### src/pkg/peak_det_pkg.sv
/*
  constants, register map and field layout of the block peak detector.
  assumes one 40 MHz clock and an APB master reaching the registers.
*/
// What this block does
// block length is 17-bit unsigned reduced-sample count
// reduced sample is max of eight samples
// host: 4x/6x complex length multiple of five
// host: 8x-32x complex length multiple of ten
// four thresholds scaled 0 to 256 full
// flag sets when peak exceeds upper threshold
// flag clears after continuous hold below lower
// hold is 16-bit count of reduced ticks
// host: hold zero when crossing detector used
// select clear feeds high pair only
// select set feeds minus one, zero, one
// detection runs only while enable bit set
// compare once per block, then restart peak
`default_nettype none
package peak_det_pkg;
  localparam int GROUP_LEN   = 8;
  localparam int BLOCK_LEN_W = 17;
  localparam int HOLD_W      = 16;
  localparam int TH_W        = 8;
  localparam int PEAK_W      = 9;
  localparam int FULL_SCALE  = 256;
  localparam int STAT_W      = 5;
  localparam int CLK_HZ      = 40_000_000;

  // register indices; byte address is four times the index
  localparam logic [7:0] IDX_ENABLE  = 8'h00;
  localparam logic [7:0] IDX_LEN_LO  = 8'h01;
  localparam logic [7:0] IDX_LEN_MID = 8'h02;
  localparam logic [7:0] IDX_LEN_MSB = 8'h03;
  localparam logic [7:0] IDX_HI_UP   = 8'h07;
  localparam logic [7:0] IDX_HI_LOW  = 8'h08;
  localparam logic [7:0] IDX_LO_UP   = 8'h09;
  localparam logic [7:0] IDX_LO_LOW  = 8'h0a;
  localparam logic [7:0] IDX_HOLD_LO = 8'h0b;
  localparam logic [7:0] IDX_HOLD_HI = 8'h0c;
  localparam logic [7:0] IDX_IIR_SEL = 8'h0d;
  localparam logic [7:0] IDX_STATUS  = 8'h20;
  localparam logic [7:0] IDX_MASK    = 8'h21;
  localparam logic [7:0] IDX_PEAK    = 8'h22;

  localparam logic [7:0] RST_BYTE = 8'h00;
  localparam logic       RST_BIT  = 1'b0;

  // status and mask bit positions
  localparam int ST_BLOCK  = 0;
  localparam int ST_HI_SET = 1;
  localparam int ST_HI_CLR = 2;
  localparam int ST_LO_SET = 3;
  localparam int ST_LO_CLR = 4;

  // peak readback fields
  localparam int PK_HI_FLAG = 16;
  localparam int PK_LO_FLAG = 17;

  // iir feed codes, two's complement
  localparam logic [1:0] IIR_POS  = 2'h1;
  localparam logic [1:0] IIR_ZERO = 2'h0;
  localparam logic [1:0] IIR_NEG  = 2'h3;
endpackage : peak_det_pkg
`default_nettype wire

### src/pkg/detect_if.sv
/*
  block result bus from the block accumulator to the hysteresis pairs.
  assumes both ends sit on pclk.
*/
`timescale 1ns/10ps
`default_nettype none
interface detect_if
  import peak_det_pkg::*;
  ();
  logic              tick;
  logic              block_done;
  logic [PEAK_W-1:0] block_peak;
  modport src (output tick, output block_done, output block_peak);
  modport dst (input tick, input block_done, input block_peak);
endinterface : detect_if
`default_nettype wire

### src/logic/group_max.sv
/*
  folds each group of eight samples into one scaled magnitude maximum.
  assumes samples arrive on pclk with a valid strobe, signed two's complement.
*/
`timescale 1ns/10ps
`default_nettype none
module group_max
  import peak_det_pkg::*;
#(
  parameter int SAMPLE_W = 14
)(
  input  wire logic                pclk,
  input  wire logic                presetn,
  input  wire logic                run,
  input  wire logic                sample_valid,
  input  wire logic [SAMPLE_W-1:0] sample,
  output logic                     reduced_valid,
  output logic [PEAK_W-1:0]        reduced
);
  logic [SAMPLE_W-1:0] mag;
  logic [PEAK_W-1:0]   scaled;
  logic [PEAK_W-1:0]   grp_max;
  logic [PEAK_W-1:0]   next_max;
  logic [2:0]          grp_cnt;

  // magnitude of the most negative code reaches full scale exactly
  assign mag    = sample[SAMPLE_W-1] ? SAMPLE_W'(-sample) : sample;
  assign scaled = PEAK_W'(mag >> (SAMPLE_W - PEAK_W));
  assign next_max = (grp_cnt == 3'h0 || scaled > grp_max) ? scaled : grp_max;

  always_ff @(posedge pclk or negedge presetn)
  begin
    if (!presetn)
    begin
      grp_cnt       <= 3'h0;
      grp_max       <= '0;
      reduced       <= '0;
      reduced_valid <= 1'b0;
    end
    else if (!run)
    begin
      grp_cnt       <= 3'h0;
      reduced_valid <= 1'b0;
    end
    else
    begin
      reduced_valid <= 1'b0;
      if (sample_valid)
      begin
        grp_cnt <= grp_cnt + 3'h1;
        grp_max <= next_max;
        if (grp_cnt == 3'(GROUP_LEN - 1))
        begin
          reduced       <= next_max;
          reduced_valid <= 1'b1;
        end
      end
    end
  end
endmodule : group_max
`default_nettype wire

### src/logic/pair_hyst.sv
/*
  one upper/lower threshold pair with a hold-time release.
  assumes block results arrive over detect_if on pclk.
*/
`timescale 1ns/10ps
`default_nettype none
module pair_hyst
  import peak_det_pkg::*;
(
  input  wire logic              pclk,
  input  wire logic              presetn,
  input  wire logic              run,
  detect_if.dst                  det,
  input  wire logic [TH_W-1:0]   upper,
  input  wire logic [TH_W-1:0]   lower,
  input  wire logic [HOLD_W-1:0] hold,
  output logic                   flag,
  output logic                   set_evt,
  output logic                   clr_evt
);
  logic              below;
  logic [HOLD_W:0]   cnt;
  logic              over;
  logic              under;
  logic              hold_done;

  assign over  = det.block_peak > {1'b0, upper};
  assign under = det.block_peak < {1'b0, lower};
  assign hold_done = (cnt + 1'b1) >= {1'b0, hold};

  always_ff @(posedge pclk or negedge presetn)
  begin
    if (!presetn)
    begin
      flag    <= 1'b0;
      below   <= 1'b0;
      cnt     <= '0;
      set_evt <= 1'b0;
      clr_evt <= 1'b0;
    end
    else if (!run)
    begin
      flag    <= 1'b0;
      below   <= 1'b0;
      cnt     <= '0;
      set_evt <= 1'b0;
      clr_evt <= 1'b0;
    end
    else
    begin
      set_evt <= 1'b0;
      clr_evt <= 1'b0;
      if (det.block_done)
      begin
        cnt <= '0;
        if (over)
        begin
          flag    <= 1'b1;
          set_evt <= !flag;
          below   <= 1'b0;
        end
        else if (under)
        begin
          // a fresh dip restarts the hold; an ongoing one counts this tick too
          below <= 1'b1;
          if (flag && (hold == '0 || (below && hold_done)))
          begin
            flag    <= 1'b0;
            clr_evt <= 1'b1;
          end
          else if (flag && below)
            cnt <= cnt + 1'b1;
        end
        else
          below <= 1'b0;
      end
      else if (det.tick && flag && below)
      begin
        if (hold_done)
        begin
          flag    <= 1'b0;
          clr_evt <= 1'b1;
        end
        else
          cnt <= cnt + 1'b1;
      end
    end
  end
endmodule : pair_hyst
`default_nettype wire

### src/logic/block_peak_detector.sv
/*
  block peak power detector with APB registers, hysteresis flags,
  iir feed and a level interrupt.
  assumes samples and APB both on pclk; zero-wait APB slave.
*/
`timescale 1ns/10ps
`default_nettype none
module block_peak_detector
  import peak_det_pkg::*;
#(
  parameter int SAMPLE_W = 14,
  parameter int ADDR_W   = 12
)(
  input  wire logic                pclk,
  input  wire logic                presetn,
  input  wire logic                psel,
  input  wire logic                penable,
  input  wire logic                pwrite,
  input  wire logic [ADDR_W-1:0]   paddr,
  input  wire logic [31:0]         pwdata,
  input  wire logic [3:0]          pstrb,
  output logic                     pready,
  output logic                     pslverr,
  output logic [31:0]              prdata,
  input  wire logic                sample_valid,
  input  wire logic [SAMPLE_W-1:0] sample,
  output logic                     high_flag,
  output logic                     low_flag,
  output logic [1:0]               iir_feed,
  output logic                     iir_feed_valid,
  output logic                     irq
);
  // configuration
  logic                   peak_detector_enable;
  logic [BLOCK_LEN_W-1:0] peak_block_length;
  logic [TH_W-1:0]        high_pair_upper_threshold;
  logic [TH_W-1:0]        high_pair_lower_threshold;
  logic [TH_W-1:0]        low_pair_upper_threshold;
  logic [TH_W-1:0]        low_pair_lower_threshold;
  logic [HOLD_W-1:0]      flag_release_hold_time;
  logic                   iir_input_select;
  logic [STAT_W-1:0]      status;
  logic [STAT_W-1:0]      mask;

  // datapath
  logic                   red_valid;
  logic [PEAK_W-1:0]      reduced;
  logic [PEAK_W-1:0]      acc;
  logic [PEAK_W-1:0]      next_acc;
  logic [BLOCK_LEN_W-1:0] blk_cnt;
  logic [BLOCK_LEN_W-1:0] len_eff;
  logic                   last;
  logic [PEAK_W-1:0]      last_peak;
  logic [STAT_W-1:0]      events;
  logic                   hi_set;
  logic                   hi_clr;
  logic                   lo_set;
  logic                   lo_clr;

  // bus
  logic                   setup;
  logic                   access;
  logic                   wr_en;
  logic                   mapped;
  logic [31:0]            next_rdata;
  logic                   next_mapped;
  logic                   status_rd;

  detect_if det ();

  function automatic logic hit(input logic [ADDR_W-1:0] a,
                               input logic [7:0] idx);
    hit = a[1:0] == 2'h0 && a[ADDR_W-1:2] == (ADDR_W-2)'(idx);
  endfunction : hit

  assign setup  = psel && !penable;
  assign access = psel && penable;
  assign pready = 1'b1;
  assign pslverr = access && !mapped;
  assign wr_en  = access && pwrite && pstrb[0] && mapped;
  assign status_rd = access && !pwrite && hit(paddr, IDX_STATUS);

  always_comb
  begin
    next_rdata  = 32'h0000_0000;
    next_mapped = 1'b1;
    if (hit(paddr, IDX_ENABLE))
      next_rdata[0] = peak_detector_enable;
    else if (hit(paddr, IDX_LEN_LO))
      next_rdata[7:0] = peak_block_length[7:0];
    else if (hit(paddr, IDX_LEN_MID))
      next_rdata[7:0] = peak_block_length[15:8];
    else if (hit(paddr, IDX_LEN_MSB))
      next_rdata[0] = peak_block_length[16];
    else if (hit(paddr, IDX_HI_UP))
      next_rdata[7:0] = high_pair_upper_threshold;
    else if (hit(paddr, IDX_HI_LOW))
      next_rdata[7:0] = high_pair_lower_threshold;
    else if (hit(paddr, IDX_LO_UP))
      next_rdata[7:0] = low_pair_upper_threshold;
    else if (hit(paddr, IDX_LO_LOW))
      next_rdata[7:0] = low_pair_lower_threshold;
    else if (hit(paddr, IDX_HOLD_LO))
      next_rdata[7:0] = flag_release_hold_time[7:0];
    else if (hit(paddr, IDX_HOLD_HI))
      next_rdata[7:0] = flag_release_hold_time[15:8];
    else if (hit(paddr, IDX_IIR_SEL))
      next_rdata[0] = iir_input_select;
    else if (hit(paddr, IDX_STATUS))
      next_rdata[STAT_W-1:0] = status;
    else if (hit(paddr, IDX_MASK))
      next_rdata[STAT_W-1:0] = mask;
    else if (hit(paddr, IDX_PEAK))
    begin
      next_rdata[PEAK_W-1:0] = last_peak;
      next_rdata[PK_HI_FLAG] = high_flag;
      next_rdata[PK_LO_FLAG] = low_flag;
    end
    else
      next_mapped = 1'b0;
  end

  // read data is captured in the setup cycle so prdata comes from a flop
  always_ff @(posedge pclk or negedge presetn)
  begin
    if (!presetn)
    begin
      prdata <= 32'h0000_0000;
      mapped <= 1'b0;
    end
    else if (setup)
    begin
      prdata <= next_rdata;
      mapped <= next_mapped;
    end
  end

  always_ff @(posedge pclk or negedge presetn)
  begin
    if (!presetn)
    begin
      peak_detector_enable      <= RST_BIT;
      peak_block_length         <= '0;
      high_pair_upper_threshold <= RST_BYTE;
      high_pair_lower_threshold <= RST_BYTE;
      low_pair_upper_threshold  <= RST_BYTE;
      low_pair_lower_threshold  <= RST_BYTE;
      flag_release_hold_time    <= '0;
      iir_input_select          <= RST_BIT;
      mask                      <= '0;
    end
    else if (wr_en)
    begin
      if (hit(paddr, IDX_ENABLE))
        peak_detector_enable <= pwdata[0];
      if (hit(paddr, IDX_LEN_LO))
        peak_block_length[7:0] <= pwdata[7:0];
      if (hit(paddr, IDX_LEN_MID))
        peak_block_length[15:8] <= pwdata[7:0];
      if (hit(paddr, IDX_LEN_MSB))
        peak_block_length[16] <= pwdata[0];
      if (hit(paddr, IDX_HI_UP))
        high_pair_upper_threshold <= pwdata[7:0];
      if (hit(paddr, IDX_HI_LOW))
        high_pair_lower_threshold <= pwdata[7:0];
      if (hit(paddr, IDX_LO_UP))
        low_pair_upper_threshold <= pwdata[7:0];
      if (hit(paddr, IDX_LO_LOW))
        low_pair_lower_threshold <= pwdata[7:0];
      if (hit(paddr, IDX_HOLD_LO))
        flag_release_hold_time[7:0] <= pwdata[7:0];
      if (hit(paddr, IDX_HOLD_HI))
        flag_release_hold_time[15:8] <= pwdata[7:0];
      if (hit(paddr, IDX_IIR_SEL))
        iir_input_select <= pwdata[0];
      if (hit(paddr, IDX_MASK))
        mask <= pwdata[STAT_W-1:0];
    end
  end

  group_max #(
    .SAMPLE_W      (SAMPLE_W)
  ) u_group (
    .pclk          (pclk),
    .presetn       (presetn),
    .run           (peak_detector_enable),
    .sample_valid  (sample_valid),
    .sample        (sample),
    .reduced_valid (red_valid),
    .reduced       (reduced)
  );

  // a zero length would wrap to a block of 131072 reduced samples, so it acts as one
  assign len_eff  = (peak_block_length == '0) ? BLOCK_LEN_W'(1)
                                              : peak_block_length;
  assign last     = blk_cnt >= len_eff - BLOCK_LEN_W'(1);
  assign next_acc = (blk_cnt == '0 || reduced > acc) ? reduced : acc;

  always_ff @(posedge pclk or negedge presetn)
  begin
    if (!presetn)
    begin
      blk_cnt        <= '0;
      acc            <= '0;
      det.block_done <= 1'b0;
      det.block_peak <= '0;
      det.tick       <= 1'b0;
    end
    else if (!peak_detector_enable)
    begin
      blk_cnt        <= '0;
      acc            <= '0;
      det.block_done <= 1'b0;
      det.tick       <= 1'b0;
    end
    else
    begin
      det.tick       <= red_valid;
      det.block_done <= red_valid && last;
      if (red_valid)
      begin
        if (last)
        begin
          det.block_peak <= next_acc;
          blk_cnt        <= '0;
          acc            <= '0;
        end
        else
        begin
          acc     <= next_acc;
          blk_cnt <= blk_cnt + BLOCK_LEN_W'(1);
        end
      end
    end
  end

  pair_hyst u_high (
    .pclk    (pclk),
    .presetn (presetn),
    .run     (peak_detector_enable),
    .det     (det),
    .upper   (high_pair_upper_threshold),
    .lower   (high_pair_lower_threshold),
    .hold    (flag_release_hold_time),
    .flag    (high_flag),
    .set_evt (hi_set),
    .clr_evt (hi_clr)
  );

  pair_hyst u_low (
    .pclk    (pclk),
    .presetn (presetn),
    .run     (peak_detector_enable),
    .det     (det),
    .upper   (low_pair_upper_threshold),
    .lower   (low_pair_lower_threshold),
    .hold    (flag_release_hold_time),
    .flag    (low_flag),
    .set_evt (lo_set),
    .clr_evt (lo_clr)
  );

  always_ff @(posedge pclk or negedge presetn)
  begin
    if (!presetn)
    begin
      last_peak      <= '0;
      iir_feed       <= IIR_ZERO;
      iir_feed_valid <= 1'b0;
    end
    else
    begin
      iir_feed_valid <= det.block_done;
      if (det.block_done)
        last_peak <= det.block_peak;
      if (!iir_input_select)
        iir_feed <= {1'b0, high_flag};
      else if (high_flag)
        iir_feed <= IIR_POS;
      else if (low_flag)
        iir_feed <= IIR_ZERO;
      else
        iir_feed <= IIR_NEG;
    end
  end

  always_comb
  begin
    events            = '0;
    events[ST_BLOCK]  = det.block_done;
    events[ST_HI_SET] = hi_set;
    events[ST_HI_CLR] = hi_clr;
    events[ST_LO_SET] = lo_set;
    events[ST_LO_CLR] = lo_clr;
  end

  // a new event in the read-clear cycle survives the clear
  always_ff @(posedge pclk or negedge presetn)
  begin
    if (!presetn)
      status <= '0;
    else if (status_rd)
      status <= (status & ~prdata[STAT_W-1:0]) | events;
    else
      status <= status | events;
  end

  assign irq = |(status & mask);
endmodule : block_peak_detector
`default_nettype wire

### config.mk
export PLATFORM = sky130hd
export DESIGN_NAME = block_peak_detector
export DESIGN_NICKNAME = d
export VERILOG_FILES = /design/src/pkg/peak_det_pkg.sv /design/src/pkg/detect_if.sv /design/src/logic/group_max.sv /design/src/logic/pair_hyst.sv /design/src/logic/block_peak_detector.sv
export SDC_FILE = /design/constraint.sdc
export NUM_CORES = 1
export LEC_CHECK = 0
export BUFFER_PORTS_ARGS = -buffer_cell sky130_fd_sc_hd__buf_2
export CAP_MARGIN = 0
export CORE_AREA = 2 2 151 153
export CTS_BUF_LIST = sky130_fd_sc_hd__clkbuf_4 sky130_fd_sc_hd__clkbuf_8
export DETAILED_ROUTE_END_ITERATION = 16
export DIE_AREA = 0 0 153 155
export GPL_TIMING_DRIVEN = 0
export PLACE_DENSITY = 0.78
export SLEW_MARGIN = 20
export SYNTH_ARGS = -nofsm -noshare
export SYNTH_HDL_FRONTEND = slang
export SYNTH_SLANG_ARGS = --single-unit
### constraint.sdc
create_clock -name pclk -period 7.3 [get_ports pclk]
set_input_delay 1.095 -clock pclk [delete_from_list [all_inputs] [get_ports pclk]]
set_output_delay 1.095 -clock pclk [all_outputs]
set_load 0.1 [all_outputs]
=== After elaboration in Yosys (flattened, before gate mapping) ===
Cells that the tools add are included.

* Register bits: 202

* Equality and inequality tests: 27
* Add/sub/neg operators: 6
* Magnitude comparators: 9
* Bitwise operators: 5
* Mux-type cells: 168
* Reduce and logical (&&, ||, !) cells: 68

{| class="wikitable"
|+ Operators by type and width
! cell !! number
|-
| 17-bit two-way mux || 20
|-
| 9-bit two-way mux || 19
|-
| 8-bit two-way mux || 21
|-
| 1-bit two-way mux || 72
|-
| 5-bit two-way mux || 14
|-
| 10-bit by 4-bit == test with 1-bit output, second input constant || 6
|-
| 17-bit by 1-bit adder with 17-bit output, second input constant || 3
|-
| 17-bit by 16-bit greater-or-equal comparator with 1-bit output || 2
|-
| 17-bit logical NOT || 2
|-
| 2-bit two-way mux || 17
|-
| 1-bit logical AND || 33
|-
| 10-bit by 6-bit == test with 1-bit output, second input constant || 3
|-
| 2-bit AND reduction || 15
|-
| 10-bit by 2-bit == test with 1-bit output, second input constant || 2
|-
| 9-bit by 8-bit greater-than comparator with 1-bit output || 2
|-
| 9-bit greater-than comparator || 2
|-
| 9-bit by 8-bit < comparator with 1-bit output || 2
|-
| 17-bit greater-or-equal comparator || 1
|-
| 17-bit by 1-bit subtractor with 17-bit output, second input constant || 1
|-
| 16-bit logical NOT || 1
|-
| 4-bit by 2-bit != test with 1-bit output, second input constant || 4
|-
| 14-bit two-way mux || 1
|-
| 14-bit negation || 1
|-
| 3-bit by 1-bit != test with 1-bit output, second input constant || 4
|-
| 20 further kinds || 35
|}

=== Depth between registers and ports, before layout ===
Gate-level depths: netlist of the first run.

* Depth after elaboration: 50
* Depth in mapped cells: 18

=== Cells and area by module ===
Synthesis of the first run repeated with hierarchy kept, for this count alone.

* Cell total of the unflattened synthesis: 1401
* Area, all modules: 13620.6 µm²

{| class="wikitable"
|+ By module, submodules not included
! module !! times used !! cells an instance !! seq. area each (µm²) !! area an instance (µm²)
|-
| block_peak_detector || 1 || 749 || 3453.3 || 7821.3
|-
| pair_hyst at u_high || 1 || 268 || 525.5 || 2204.6
|-
| pair_hyst at u_low || 1 || 250 || 525.5 || 2175.8
|-
| group_max || 1 || 134 || 550.5 || 1418.9
|}

=== Worst setup path after synthesis of the first run ===
Ideal clock, no wire load.

* Kind: reg-to-reg
* From: register peak_block_length[12]
* To: register acc[0]
* Slack: 2752 ps
* Arrival time: 4481 ps
* Required time: 7233 ps
* Stages on the path, launching flop included: 19
* Cells stage by stage: dfrtp_1 or4_1 or4_1 nor3b_1 a21oi_1 ha_1 nor3b_1 nand2_1 nor3_1 xnor2_1 ha_1 a21o_1 a211oi_1 o21ai_1 o21a_1 a211o_1 clkbuf_1 a21oi_1 a22o_1

* Cells in the longest elaborated chain, start to end: 7

{| class="wikitable"
|+ RTL lines
! item !! line !! text
|-
| start: declaration || block_peak_detector.sv:35 || <nowiki>logic [BLOCK_LEN_W-1:0] peak_block_length;</nowiki>
|-
| start signal: assignment || block_peak_detector.sv:159 || <nowiki>peak_block_length[15:8] <= pwdata[7:0];</nowiki>
|-
| 17-bit logical NOT || block_peak_detector.sv:194 || <nowiki>assign len_eff = (peak_block_length == '0) ? BLOCK_LEN_W'(1)</nowiki>
|-
| 17-bit two-way mux * || block_peak_detector.sv:194 ||
|-
| 17-bit by 1-bit subtractor with 17-bit output * || block_peak_detector.sv:196 || <nowiki>assign last = blk_cnt >= len_eff - BLOCK_LEN_W'(1);</nowiki>
|-
| 17-bit greater-or-equal comparator * || block_peak_detector.sv:196 ||
|-
| 9-bit two-way mux * || block_peak_detector.sv:222 || <nowiki>if (last)</nowiki>
|-
| 9-bit two-way mux * || block_peak_detector.sv:220 || <nowiki>if (red_valid)</nowiki>
|-
| 9-bit two-way mux * || block_peak_detector.sv:209 || <nowiki>else if (!peak_detector_enable)</nowiki>
|-
| end signal: assignment || block_peak_detector.sv:230 || <nowiki>acc <= next_acc;</nowiki>
|-
| end: declaration || block_peak_detector.sv:48 || <nowiki>logic [PEAK_W-1:0] acc;</nowiki>
|}

Mark *: on every way between the ends. The rest lies on a longest branch, timed or not. The select of a mux whose other input is x is not followed.
A chain may end at the register's enable or synchronous reset.

=== Worst setup path in the final report of the first run ===
* From: register peak_block_length[11]
* To: register acc[6]

The elaborated chain is that of the path after synthesis.

==> flow_summary_export.csv, run 1 <==
group,metric,value,unit
timing,rsz0062_at_grt,"false",
synth,synth_sequential_area_ratio,39.27,%
setup_path,critical_path.cell_chain,"or4_1 > or4_1 > nor3b_1 > a21oi_1 > ha_1 > nor3b_1 > nand2_1 > nor3_1 > xnor2_1 > ha_1 > a21o_1 > a211oi_1 > o21ai_1 > o21a_1 > a211o_1 > clkbuf_1 > a21oi_1 > a22o_1",
status,status,"completed",
routing,first_pass_iters,5,
cts,tritoncts,"built",
setup_path,cp.required,7.75,ns
die,fp.dieArea,0.02372,sq mm
worst_hold_path,hold_path.class,"flip-flop to flip-flop",
cts,cts_buffers,37,
synth,yosys_warnings,0,
setup_path,critPathSlowestCell,"sky130_fd_sc_hd__a21oi_1",
cts,postCtsHoldBufs,0,
cells_and_area,finalCoreUtilization,64.45,%
setup_path,crit_path_max_fanout,10,
synth,asyncSetResetFlopFracSynth,100.0,%
synth,synth_top_family_by_area,"compound AO/OA/AOI/OAI gates",
setup_path,arrival,5.82,ns
die,start_util,57.91,%
synth,yosys.area_share.adder,10.21,%
setup_path,criticalPathCategory,"flip-flop to flip-flop",
worst_hold_path,min_delay_path_depth,0,
routing,vias_per_cell,6.148,
synth,synth_compound_area_share,16.46,%
cells_and_area,final_layout_size_suffix_gt1_share,13.69,%
die,floorplan.die.width,153,um
cts,clk_pin_slew_worst_paths,0.06,ns
timing,finalCritPeriodShare,73.59,%
cts,cts_buffer_depth,3,
synth,ys_top_cells_by_count,"sky130_fd_sc_hd__dfrtp_1, sky130_fd_sc_hd__nand2_1, sky130_fd_sc_hd__ha_1",
global_route,antenna_found_initial,1,
run,drv_cap,0,
synth,synth-simple-area-share,16.19,%
die,rows,55,
cts,cts_resized,0,
cts,source_to_sink_clock_delay_at_the_later_pin_of_the_worst_skew_pair,0.54,ns
synth,post_synthesis_instance_area,0.01287,sq mm
cells_and_area,layout.filler_cells,1834,
cts,htree_num_levels,2,
global_route,first_global_vias,10380,
synth,avgSynthCellArea,9.585,sq um
cts,number_of_buffers_inserted_by_post_cts_setup_repair,0,
timing,fmaxAchievable,186.2,MHz
synth,post_synth_xor_area_fraction,3.402,%
synth,synth.distinct_cells,75,
routing,dr_total_vias,10830,
timing,final.setup.tns,0,ns
cells_and_area,layout-area-overhead-vs-synth,11.29,%
synth,synth.top_cells.by_area,"sky130_fd_sc_hd__dfrtp_1, sky130_fd_sc_hd__ha_1, sky130_fd_sc_hd__mux2_1, sky130_fd_sc_hd__nand2_1, sky130_fd_sc_hd__mux2_2",
global_route,grt_first_pass_wirelength,53700,um
routing,wl_per_cell,18.94,um
timing,hold_viol_final,0,
placement,buffer_ports.inserted,52,
pwr,ir_worst_vdd,86.87,uV
synth,postSynth.topFlopCell,"sky130_fd_sc_hd__dfrtp_1",
global_route,pin_count_of_the_biggest_net_entering_global_routing,86,
placement,gp_congestion,0.9590,
pwr,cellLeakagePower,7.022,nW
timing,skew_final,0.03150,ns
cells_and_area,finish.net_count,1629,
routing,antenna_violating_nets_post_route,0,
timing,max_slew.worst_pin.slew,0.9070,ns
setup_path,cp-start-kind,"flip-flop",
pwr,power_density,163.2,mW/mm^2
routing,drt_wl_total,33350,um
global_route,gr-total-overflow,0,
synth,yosys.area.top_type,"sky130_fd_sc_hd__dfrtp_1",
cts,tritoncts_num_sinks,202,
setup_path,r2r_cells,18,
routing,drc_errors,0,
die,placeableCoreArea,0.02223,sq mm
cts,clock_tree.root_cell,"sky130_fd_sc_hd__clkbuf_8",
setup_path,crit_path_end_kind,"flip-flop",
synth,syn-instance-count,1343,
synth,synthMostInstantiatedCell,"sky130_fd_sc_hd__dfrtp_1",
timing,slew_headroom,39.31,%
synth,yosys.area.top_type_share,39.27,%
synth,synth-edff-count,0,
cells_and_area,diodes,0,
timing,post-route-min-period,5.372,ns
routing,dr.first_iter.drc_count,952,
die,dieHeight,155,um
timing,endpoints_failing_setup,0,
global_route,grt_overall_usage,28.00,%
synth,synth_mux_area_share,8.855,%
setup_path,timing.critical_path.slowest_cell_delay,0.67,ns
die,io_pins,108,
timing,final_report_max_slew_violation_count,0,
synth,synth.ff_latch_count,202,
placement,detailedPlacementHpwl,24670,um
==> layout make-up <==
cell class	instances	area (sq um)	area share [%]
multi-input cells	1000	7177	50.10
repair buffers	54	325.3	2.271
inverters	88	330.3	2.306
plain buffers	73	385.4	2.690
flip-flops and latches	202	5055	35.29
well taps	285	356.6	2.489
clock buffers	54	668.1	4.664
clock inverters	5	27.53	0.1922
==> worst max-delay path: cells and delay by family, from the launching register on <==
family	cells	cell delay (ns)
flops	1	0.44
compound gates	8	2.05
xor+xnor	1	0.14
buf+inv	1	0.24
fa+ha+maj	2	0.54
simple gates	6	1.87
==> flip-flops by register name, indices dropped and copies added (netlist names), 2 cells and up <==
signal / flops
det.block_peak: 9
flag_release_hold_time: 16
mask: 5
low_pair_lower_threshold: 8
last_peak: 9
blk_cnt: 17
high_pair_lower_threshold: 8
u_group.grp_max: 9
u_group.grp_cnt: 3
u_low.cnt: 17
u_group.reduced: 9
prdata: 11
u_high.cnt: 17
peak_block_length: 17
acc: 9
iir_feed: 2
high_pair_upper_threshold: 8
low_pair_upper_threshold: 8
status: 5
==> placed cells by master, fill, tap and decap left out, drive strengths merged, types with 16 or more instances in the layout <==
cell type  instances
a21o              23
a21oi             57
a22o              16
and3              19
buf               90
clkbuf            91
conb              22
dfrtp            202
ha               105
inv               88
mux2              85
mux2i             16
nand2            133
nand2b            19
nand3             41
nand4             27
nor2              56
nor2b             18
nor3              20
nor4              23
o211ai            20
o21ai             80
or3               17
xnor2             37
==> metrics by stage <==
stage | cell area, sq um | power, W | setup WS [ns] | std cells | hold WS, ns
floorplan | 12950 | 0.001244 | 2.752 | 1363 | 0.3519
global placement | 13560 | 0.001298 | 1.724 | 1700 | 0.3648
detailed placement | 13630 | 0.001304 | 2.020 | 1702 | 0.3748
CTS | 14330 | 0.002356 | 1.977 | 1761 | 0.3959
global route | 14330 | 0.002417 | 1.676 | 1761 | 0.4081
finish | 14330 | 0.002338 | 1.928 | 1761 | 0.3891
==> logic make-up after synthesis <==
| family | Yosys count |
|---|---|
| other | 2 |
| muxes | 102 |
| adders and majority gates | 105 |
| AOI/OAI and AO/OA | 313 |
| xor gates and xnor gates | 50 |
| DFF | 202 |
| and+or+nand+nor | 408 |
| buffers and inverters | 161 |
==> final timing paths <==
| kind | startpoint | end | slack, ns |
|---|---|---|---|
| worst max-delay path | peak_block_length[11] | acc[6] | 1.93 |
| max in group asynchronous | presetn | u_high.flag | 6.00 |
| min in group asynchronous | presetn | blk_cnt[0] | 0.47 |
| worst min register to register | det.block_done | iir_feed_valid | 0.39 |
| worst min-delay path | det.block_done | iir_feed_valid | 0.39 |
| worst max register to register | peak_block_length[11] | acc[6] | 1.93 |
==> where the power goes <==
group | internal (W) | leakage [nW] | switching (W)
Sequential | 0.00112 | 2.70 | 0.0000000843
Clock | 0.000581 | 0.373 | 0.000472
Combinational | 0.0000393 | 3.95 | 0.000126
==> routing by layer <==
layer | track usage, % | routed length (um) | share of wire (%)
met1 | 38.01 | 14190 | 43
met2 | 43.65 | 15020 | 45
met3 | 5.571 | 2650 | 7.9
met5 | 0 | 13 | 0.039
met4 | 12.96 | 1478 | 4.4
(Power assumes the default switching activity.)
==> run 2: changes to the inputs <==
--- a/config.mk
+++ b/config.mk
@@ -7,12 +7,12 @@
 export LEC_CHECK = 0
 export BUFFER_PORTS_ARGS = -buffer_cell sky130_fd_sc_hd__buf_2
 export CAP_MARGIN = 0
-export CORE_AREA = 2 2 151 153
+export CORE_AREA = 2 2 154 156
 export CTS_BUF_LIST = sky130_fd_sc_hd__clkbuf_4 sky130_fd_sc_hd__clkbuf_8
 export DETAILED_ROUTE_END_ITERATION = 16
-export DIE_AREA = 0 0 153 155
+export DIE_AREA = 0 0 156 158
 export GPL_TIMING_DRIVEN = 0
-export PLACE_DENSITY = 0.78
+export PLACE_DENSITY = 0.79
 export SLEW_MARGIN = 20
 export SYNTH_ARGS = -nofsm -noshare
 export SYNTH_HDL_FRONTEND = slang
==> constraint.sdc (replaced) <==
create_clock -name pclk -period 4.7 [get_ports pclk]
set_input_delay 0.705 -clock pclk [delete_from_list [all_inputs] [get_ports pclk]]
set_output_delay 0.705 -clock pclk [all_outputs]
set_load 0.1 [all_outputs]
==> run 2 against run 1 <==
Compared with the run above: combinational power is 55% higher; core utilization decreased by 1.5 points; first-iteration DRC count is 2.6% lower; largest power group unchanged; via count rose by 0.18%; highest routed layer is now met4; final cell count increased by 0.57%; fmax increased by 20%; largest cell class unchanged; clock skew up 0.0026 ns.
==> flow_summary_export.csv, run 2 (synthesized netlist as in run 1, its figures left out) <==
group,metric,value,unit
global_route,first_global_vias,10340,
placement,detailedPlacementHpwl,24660,um
timing,slew_headroom,34.47,%
global_route,gr-total-overflow,0,
cts,clk_pin_slew_worst_paths,0.06,ns
timing,whs,0.07175,ns
run,drv_cap,0,
placement,buffer_ports.inserted,52,
setup_path,arrival,4.94,ns
cells_and_area,multi_input_comb_area,0.007272,sq mm
cts,postCtsHoldBufs,0,
pwr,cellLeakagePower,7.077,nW
routing,drc_errors,0,
timing,final_report_max_slew_violation_count,0,
cells_and_area,finish.net_count,1631,
global_route,antenna_found_initial,0,
pwr,power_density,257.5,mW/mm^2
worst_hold_path,hold_path.class,"primary input to async pin",
cts,tritoncts_num_sinks,202,
cts,clock_tree.root_cell,"sky130_fd_sc_hd__clkbuf_8",
cts,cts_buffers,37,
timing,max_slew.worst_pin.slew,0.9745,ns
setup_path,crit_path_end_kind,"flip-flop",
setup_path,critical_path.cell_chain,"or4_4 > or4_4 > nor3b_4 > a21oi_2 > ha_1 > nor3b_1 > nand2_1 > nor3_1 > xnor2_1 > ha_1 > a21o_1 > a211oi_1 > o21ai_1 > o21a_1 > a211o_1 > buf_6 > o21ai_4 > a22o_1",
setup_path,regToRegEndpoint,"acc[4]",
pwr,cellInternalPower,0.002800,W
pwr,switching_power,0.0009394,W
cells_and_area,area.sequential,0.005056,sq mm
timing,endpoints_failing_setup,0,
cts,htree_num_levels,2,
routing,vias_per_cell,6.124,
timing,fmaxAchievable,222.6,MHz
setup_path,crit-reg2reg-launch,"peak_block_length[12]",
setup_path,r2r_cells,18,
placement,post-place-cells,1707,
cts,tritoncts,"built",
placement,gp_congestion,0.9441,
pwr,ir_worst_vdd,201.8,uV
setup_path,critPathSlowestCell,"sky130_fd_sc_hd__or4_4",
cts,cts_buffer_depth,3,
die,fp.dieArea,0.02465,sq mm
setup_path,cp-start-kind,"flip-flop",
setup_path,crit_path_max_fanout,12,
timing,skew_final,0.03407,ns
die,dieHeight,158,um
cells_and_area,layout.cells.most_common_list,"sky130_fd_sc_hd__dfrtp_1, sky130_fd_sc_hd__nand2_1, sky130_fd_sc_hd__ha_1",
timing,hold_viol_final,0,
cells_and_area,leading_cell_type_in_the_layout_fill_and_taps_excluded,"sky130_fd_sc_hd__dfrtp_1",
cells_and_area,stdcell_count,1771,
routing,first_pass_iters,6,
routing,drt_wl_total,33430,um
timing,finalCritPeriodShare,95.56,%
routing,dr.first_iter.drc_count,927,
routing,dr_total_vias,10850,
global_route,grt_overall_usage,27.44,%
pwr,switching_share,25.12,%
die,rows,56,
die,io_pins,108,
cells_and_area,diodes,0,
cts,source_to_sink_clock_delay_at_the_later_pin_of_the_worst_skew_pair,0.55,ns
routing,antenna_violating_nets_post_route,0,
global_route,pin_count_of_the_biggest_net_entering_global_routing,92,
die,floorplan.die.width,156,um
cells_and_area,final_layout_size_suffix_gt1_share,14.92,%
setup_path,timing.reg2reg.setup_slack,0.21,ns
timing,post-route-min-period,4.491,ns
pwr,power_frac_seq,46.5,%
setup_path,criticalPathCategory,"flip-flop to flip-flop",
status,status,"completed",
pwr,combPwrFrac,6.8,%
setup_path,cp.required,5.15,ns
pwr,clkPwrFrac,46.6,%
setup_path,timing.critical_path.slowest_cell_delay,0.58,ns
global_route,grt_first_pass_wirelength,53700,um
cells_and_area,layout.filler_cells,1913,
cells_and_area,layout-area-overhead-vs-synth,12.80,%
die,start_util,55.84,%
routing,wl_per_cell,18.88,um
cells_and_area,finalCoreUtilization,62.99,%
die,placeableCoreArea,0.02305,sq mm
run 2: area by class of cell:
cell class                 count  area share [%]
timing repair buffer          55           2.292
buffer                        72           2.697
inverter                      88           2.275
sequential                   202           34.82
multi-input combinational   1002           50.08
clock buffer                  56           5.093
tap                          290           2.499
clock inverter                 6          0.2413
run 2: power by group through the flow:
stage          Clock, W  Sequential (W)  Combinational (W)
4_1_cts         0.00177         0.00174           0.000255
2_1_floorplan         0         0.00177           0.000160
3_3_place_gp          0         0.00177           0.000245
3_5_place_dp          0         0.00177           0.000255
5_1_grt         0.00186         0.00174           0.000277
6_report        0.00174         0.00174           0.000256
run 2: worst max-delay path by stage:
stage	slack (ns)	to	cells past startpoint	start
2_1_floorplan	0.15	acc[0]	18	peak_block_length[12]
3_3_place_gp	-0.50	acc[5]	18	peak_block_length[12]
3_5_place_dp	-0.57	acc[4]	18	peak_block_length[12]
4_1_cts	0.01	acc[4]	18	peak_block_length[12]
5_1_grt	-0.009	acc[4]	18	peak_block_length[12]
6_report	0.21	acc[4]	18	peak_block_length[12]
run 2: worst max-delay path: cells and delay by family (launching register included):
kind | cells | cell delay, ns
DFF | 1 | 0.43
AOI/OAI and AO/OA | 8 | 1.40
buffers and inverters | 1 | 0.18
xor gates and xnor gates | 1 | 0.14
adders and majority gates | 2 | 0.52
and+or+nand+nor | 6 | 1.72
run 2: stage by stage:
step | TNS [ns] | power, W | area, sq um | worst slack [ns]
detailed placement | -6.181 | 0.002026 | 13640 | -0.5720
floorplan | 0 | 0.001932 | 12950 | 0.1520
CTS | 0 | 0.003768 | 14470 | 0.01387
global placement | -95.12 | 0.002016 | 13570 | -0.5038
global route | -0.01871 | 0.003872 | 14520 | -0.008853
finish | 0 | 0.003739 | 14520 | 0.2086
run 2: timing repair:
action,CTS,global route
gates cloned,2,0
pin swaps,2,3
setup buffers,0,1
resized for setup,9,15
endpoints found under the setup margin,29,35
run 2: layer usage:
metal / up-vias / wire length (um) / track usage (%) / share of wire (%)
met4: 0 / 1274 / 10.57 / 3.8
met2: 432 / 15220 / 44.44 / 46
li1: 5104 / - / - / -
met1: 5214 / 14560 / 36.67 / 44
met3: 95 / 2377 / 5.201 / 7.1
met5: - / 0 / 0 / 0
==> run 3: changes to the inputs <==
--- a/config.mk
+++ b/config.mk
@@ -13,6 +13,7 @@
 export DIE_AREA = 0 0 156 158
 export GPL_TIMING_DRIVEN = 0
 export PLACE_DENSITY = 0.79
+export SETUP_SLACK_MARGIN = 0.3
 export SLEW_MARGIN = 20
 export SYNTH_ARGS = -nofsm -noshare
 export SYNTH_HDL_FRONTEND = slang
==> run 3 against run 2 <==
Compared with the run above: sequential power is essentially flat; first-iteration DRC count grew 13%; core utilization grew 1.3 points; worst hold slack gained 0.025 ns; clock skew grew 0.0011 ns; design area grew 2.1%; non-clock buffer count grew 16; setup slack gained 0.20 ns; power grew 4.4%; combinational power is essentially flat; critical path type unchanged; largest power group is now the clock network.
==> flow_summary_export.csv, run 3 (synthesized netlist as in run 1, its figures left out) <==
group,metric,value,unit
timing,skew_final,0.03517,ns
timing,finalCritPeriodShare,91.35,%
cts,source_to_sink_clock_delay_at_the_later_pin_of_the_worst_skew_pair,0.55,ns
timing,final_report_max_slew_violation_count,0,
timing,fmaxAchievable,232.9,MHz
timing,max_slew.worst_pin.slew,0.9797,ns
timing,final.setup.tns,0,ns
global_route,first_global_vias,10530,
setup_path,cp.required,5.18,ns
cells_and_area,finish.net_count,1648,
global_route,gr-total-overflow,0,
die,io_pins,108,
pwr,power_frac_seq,44.6,%
die,dieHeight,158,um
cts,cts_buffers,38,
global_route,pin_count_of_the_biggest_net_entering_global_routing,77,
placement,gp_congestion,0.9496,
pwr,power_density,263.5,mW/mm^2
pwr,switching_power,0.0009747,W
die,rows,56,
setup_path,crit_path_max_fanout,10,
die,start_util,55.84,%
routing,vias_per_cell,6.140,
pwr,cellLeakagePower,7.240,nW
pwr,switching_share,24.97,%
setup_path,cp-start-kind,"flip-flop",
routing,dr.first_iter.drc_count,1048,
cts,tritoncts_num_sinks,202,
cts,clk_pin_slew_worst_paths,0.06,ns
global_route,grt_overall_usage,27.68,%
global_route,antenna_found_initial,0,
routing,drt_wl_total,33750,um
die,floorplan.die.width,156,um
cts,cts_buffer_depth,3,
die,placeableCoreArea,0.02305,sq mm
placement,detailedPlacementHpwl,24480,um
die,fp.dieArea,0.02465,sq mm
cells_and_area,layout.cells.most_common_list,"sky130_fd_sc_hd__dfrtp_1, sky130_fd_sc_hd__nand2_1, sky130_fd_sc_hd__ha_1",
cts,clock_tree.root_cell,"sky130_fd_sc_hd__clkbuf_8",
cells_and_area,leading_cell_type_in_the_layout_fill_and_taps_excluded,"sky130_fd_sc_hd__dfrtp_1",
cts,htree_num_levels,2,
placement,buffer_ports.inserted,52,
cells_and_area,area.sequential,0.005057,sq mm
timing,post-route-min-period,4.293,ns
run,drv_cap,0,
timing,hold_viol_final,0,
cells_and_area,final_layout_size_suffix_gt1_share,17.42,%
routing,first_pass_iters,6,
cells_and_area,multi_input_comb_area,0.007353,sq mm
timing,slew_headroom,34.13,%
pwr,cellInternalPower,0.002929,W
routing,antenna_violating_nets_post_route,0,
routing,drc_errors,0,
setup_path,crit_path_end_kind,"flip-flop",
global_route,grt_first_pass_wirelength,54370,um
worst_hold_path,hold_path.class,"primary input to async pin",
pwr,report.power.total,0.003904,W
cts,tritoncts,"built",
timing,endpoints_failing_setup,0,
cells_and_area,layout-area-overhead-vs-synth,15.11,%
timing,rsz0062_at_grt,"true",
routing,dr_total_vias,11020,
pwr,clkPwrFrac,48.9,%
pwr,ir_worst_vdd,144.3,uV
setup_path,arrival,4.77,ns
pwr,combPwrFrac,6.6,%
setup_path,criticalPathCategory,"flip-flop to flip-flop",
routing,wl_per_cell,18.81,um
cells_and_area,layout.filler_cells,1852,
cells_and_area,finalCoreUtilization,64.28,%
status,status,"completed",
cells_and_area,diodes,0,
-- run 3: routing by layer --
metal / global-route usage [%] / wire length [um]
met3: 5.311 / 2660
met1: 37.56 / 14540
met2: 43.45 / 15210
met4: 12.10 / 1344
met5: 0 / 0
-- run 3: timing repair --
action,in CTS,in global routing
hold buffers,0,0
gates resized for setup,19,28
endpoints found under the setup margin,36,44
gates cloned,2,1
setup buffers,10,5
pin swaps,3,12
-- run 3: area by class of cell --
cell class,instances,area share (%)
clock buffers,58,5.049
plain buffers,73,2.778
repair buffers,70,3.014
multi-input cells,1002,49.62
clock inverters,11,0.7262
inverters,88,2.229
flip-flops and latches,202,34.13
well taps,290,2.449
-- run 3: final timing paths --
check / startpoint / to / slack [ns] / cells after the start
max reg2reg: peak_block_length[12] / blk_cnt[5] / 0.41 / 21
max in group asynchronous: presetn / det.tick / 3.51 / 3
min reg2reg: u_low.set_evt / status[3] / 0.43 / 1
min: presetn / blk_cnt[7] / 0.1 / 1
max: peak_block_length[12] / blk_cnt[5] / 0.41 / 21
min in group pclk: u_low.set_evt / status[3] / 0.43 / 1
-- run 3: power groups by stage --
| stage | clock [W] | combinational (W) | sequential [W] |
|---|---|---|---|
| 6_report | 0.00191 | 0.000256 | 0.00174 |
| 5_1_grt | 0.00201 | 0.000277 | 0.00174 |
| 4_1_cts | 0.00194 | 0.000255 | 0.00174 |
| 3_5_place_dp | 0 | 0.000254 | 0.00177 |
| 3_3_place_gp | 0 | 0.000245 | 0.00177 |
| 2_1_floorplan | 0 | 0.000160 | 0.00177 |
-- run 3: critical path: stages (launching register included) --
cell and delay [ns]:
sky130_fd_sc_hd__dfrtp_1 0.39, sky130_fd_sc_hd__or4_4 0.56, sky130_fd_sc_hd__or4_4 0.46, sky130_fd_sc_hd__nor3b_4 0.27, sky130_fd_sc_hd__buf_4 0.15, sky130_fd_sc_hd__buf_4 0.10, sky130_fd_sc_hd__buf_4 0.10, sky130_fd_sc_hd__buf_4 0.10
sky130_fd_sc_hd__buf_6 0.09, sky130_fd_sc_hd__nor3_2 0.05, sky130_fd_sc_hd__nand2_2 0.12, sky130_fd_sc_hd__buf_4 0.12, sky130_fd_sc_hd__nor3_1 0.04, sky130_fd_sc_hd__xnor2_1 0.18, sky130_fd_sc_hd__ha_1 0.28, sky130_fd_sc_hd__a31oi_1 0.18
sky130_fd_sc_hd__o21ai_2 0.08, sky130_fd_sc_hd__o21a_1 0.10, sky130_fd_sc_hd__a211o_1 0.29, sky130_fd_sc_hd__buf_4 0.20, sky130_fd_sc_hd__nor4_2 0.28, sky130_fd_sc_hd__a21o_1 0.11
-- run 3: per-stage QoR --
step / hold WS [ns] / instances / instance area (sq um) / setup slack, ns
2_1_floorplan: 0.3519 / 1363 / 12950 / 0.3002
3_3_place_gp: 0.4145 / 1705 / 13580 / -0.5084
3_5_place_dp: 0.4147 / 1707 / 13640 / -0.3339
4_1_cts: 0.1158 / 1788 / 14660 / 0.3043
5_1_grt: 0.1479 / 1794 / 14820 / 0.2192
6_report: 0.09676 / 1794 / 14820 / 0.4066
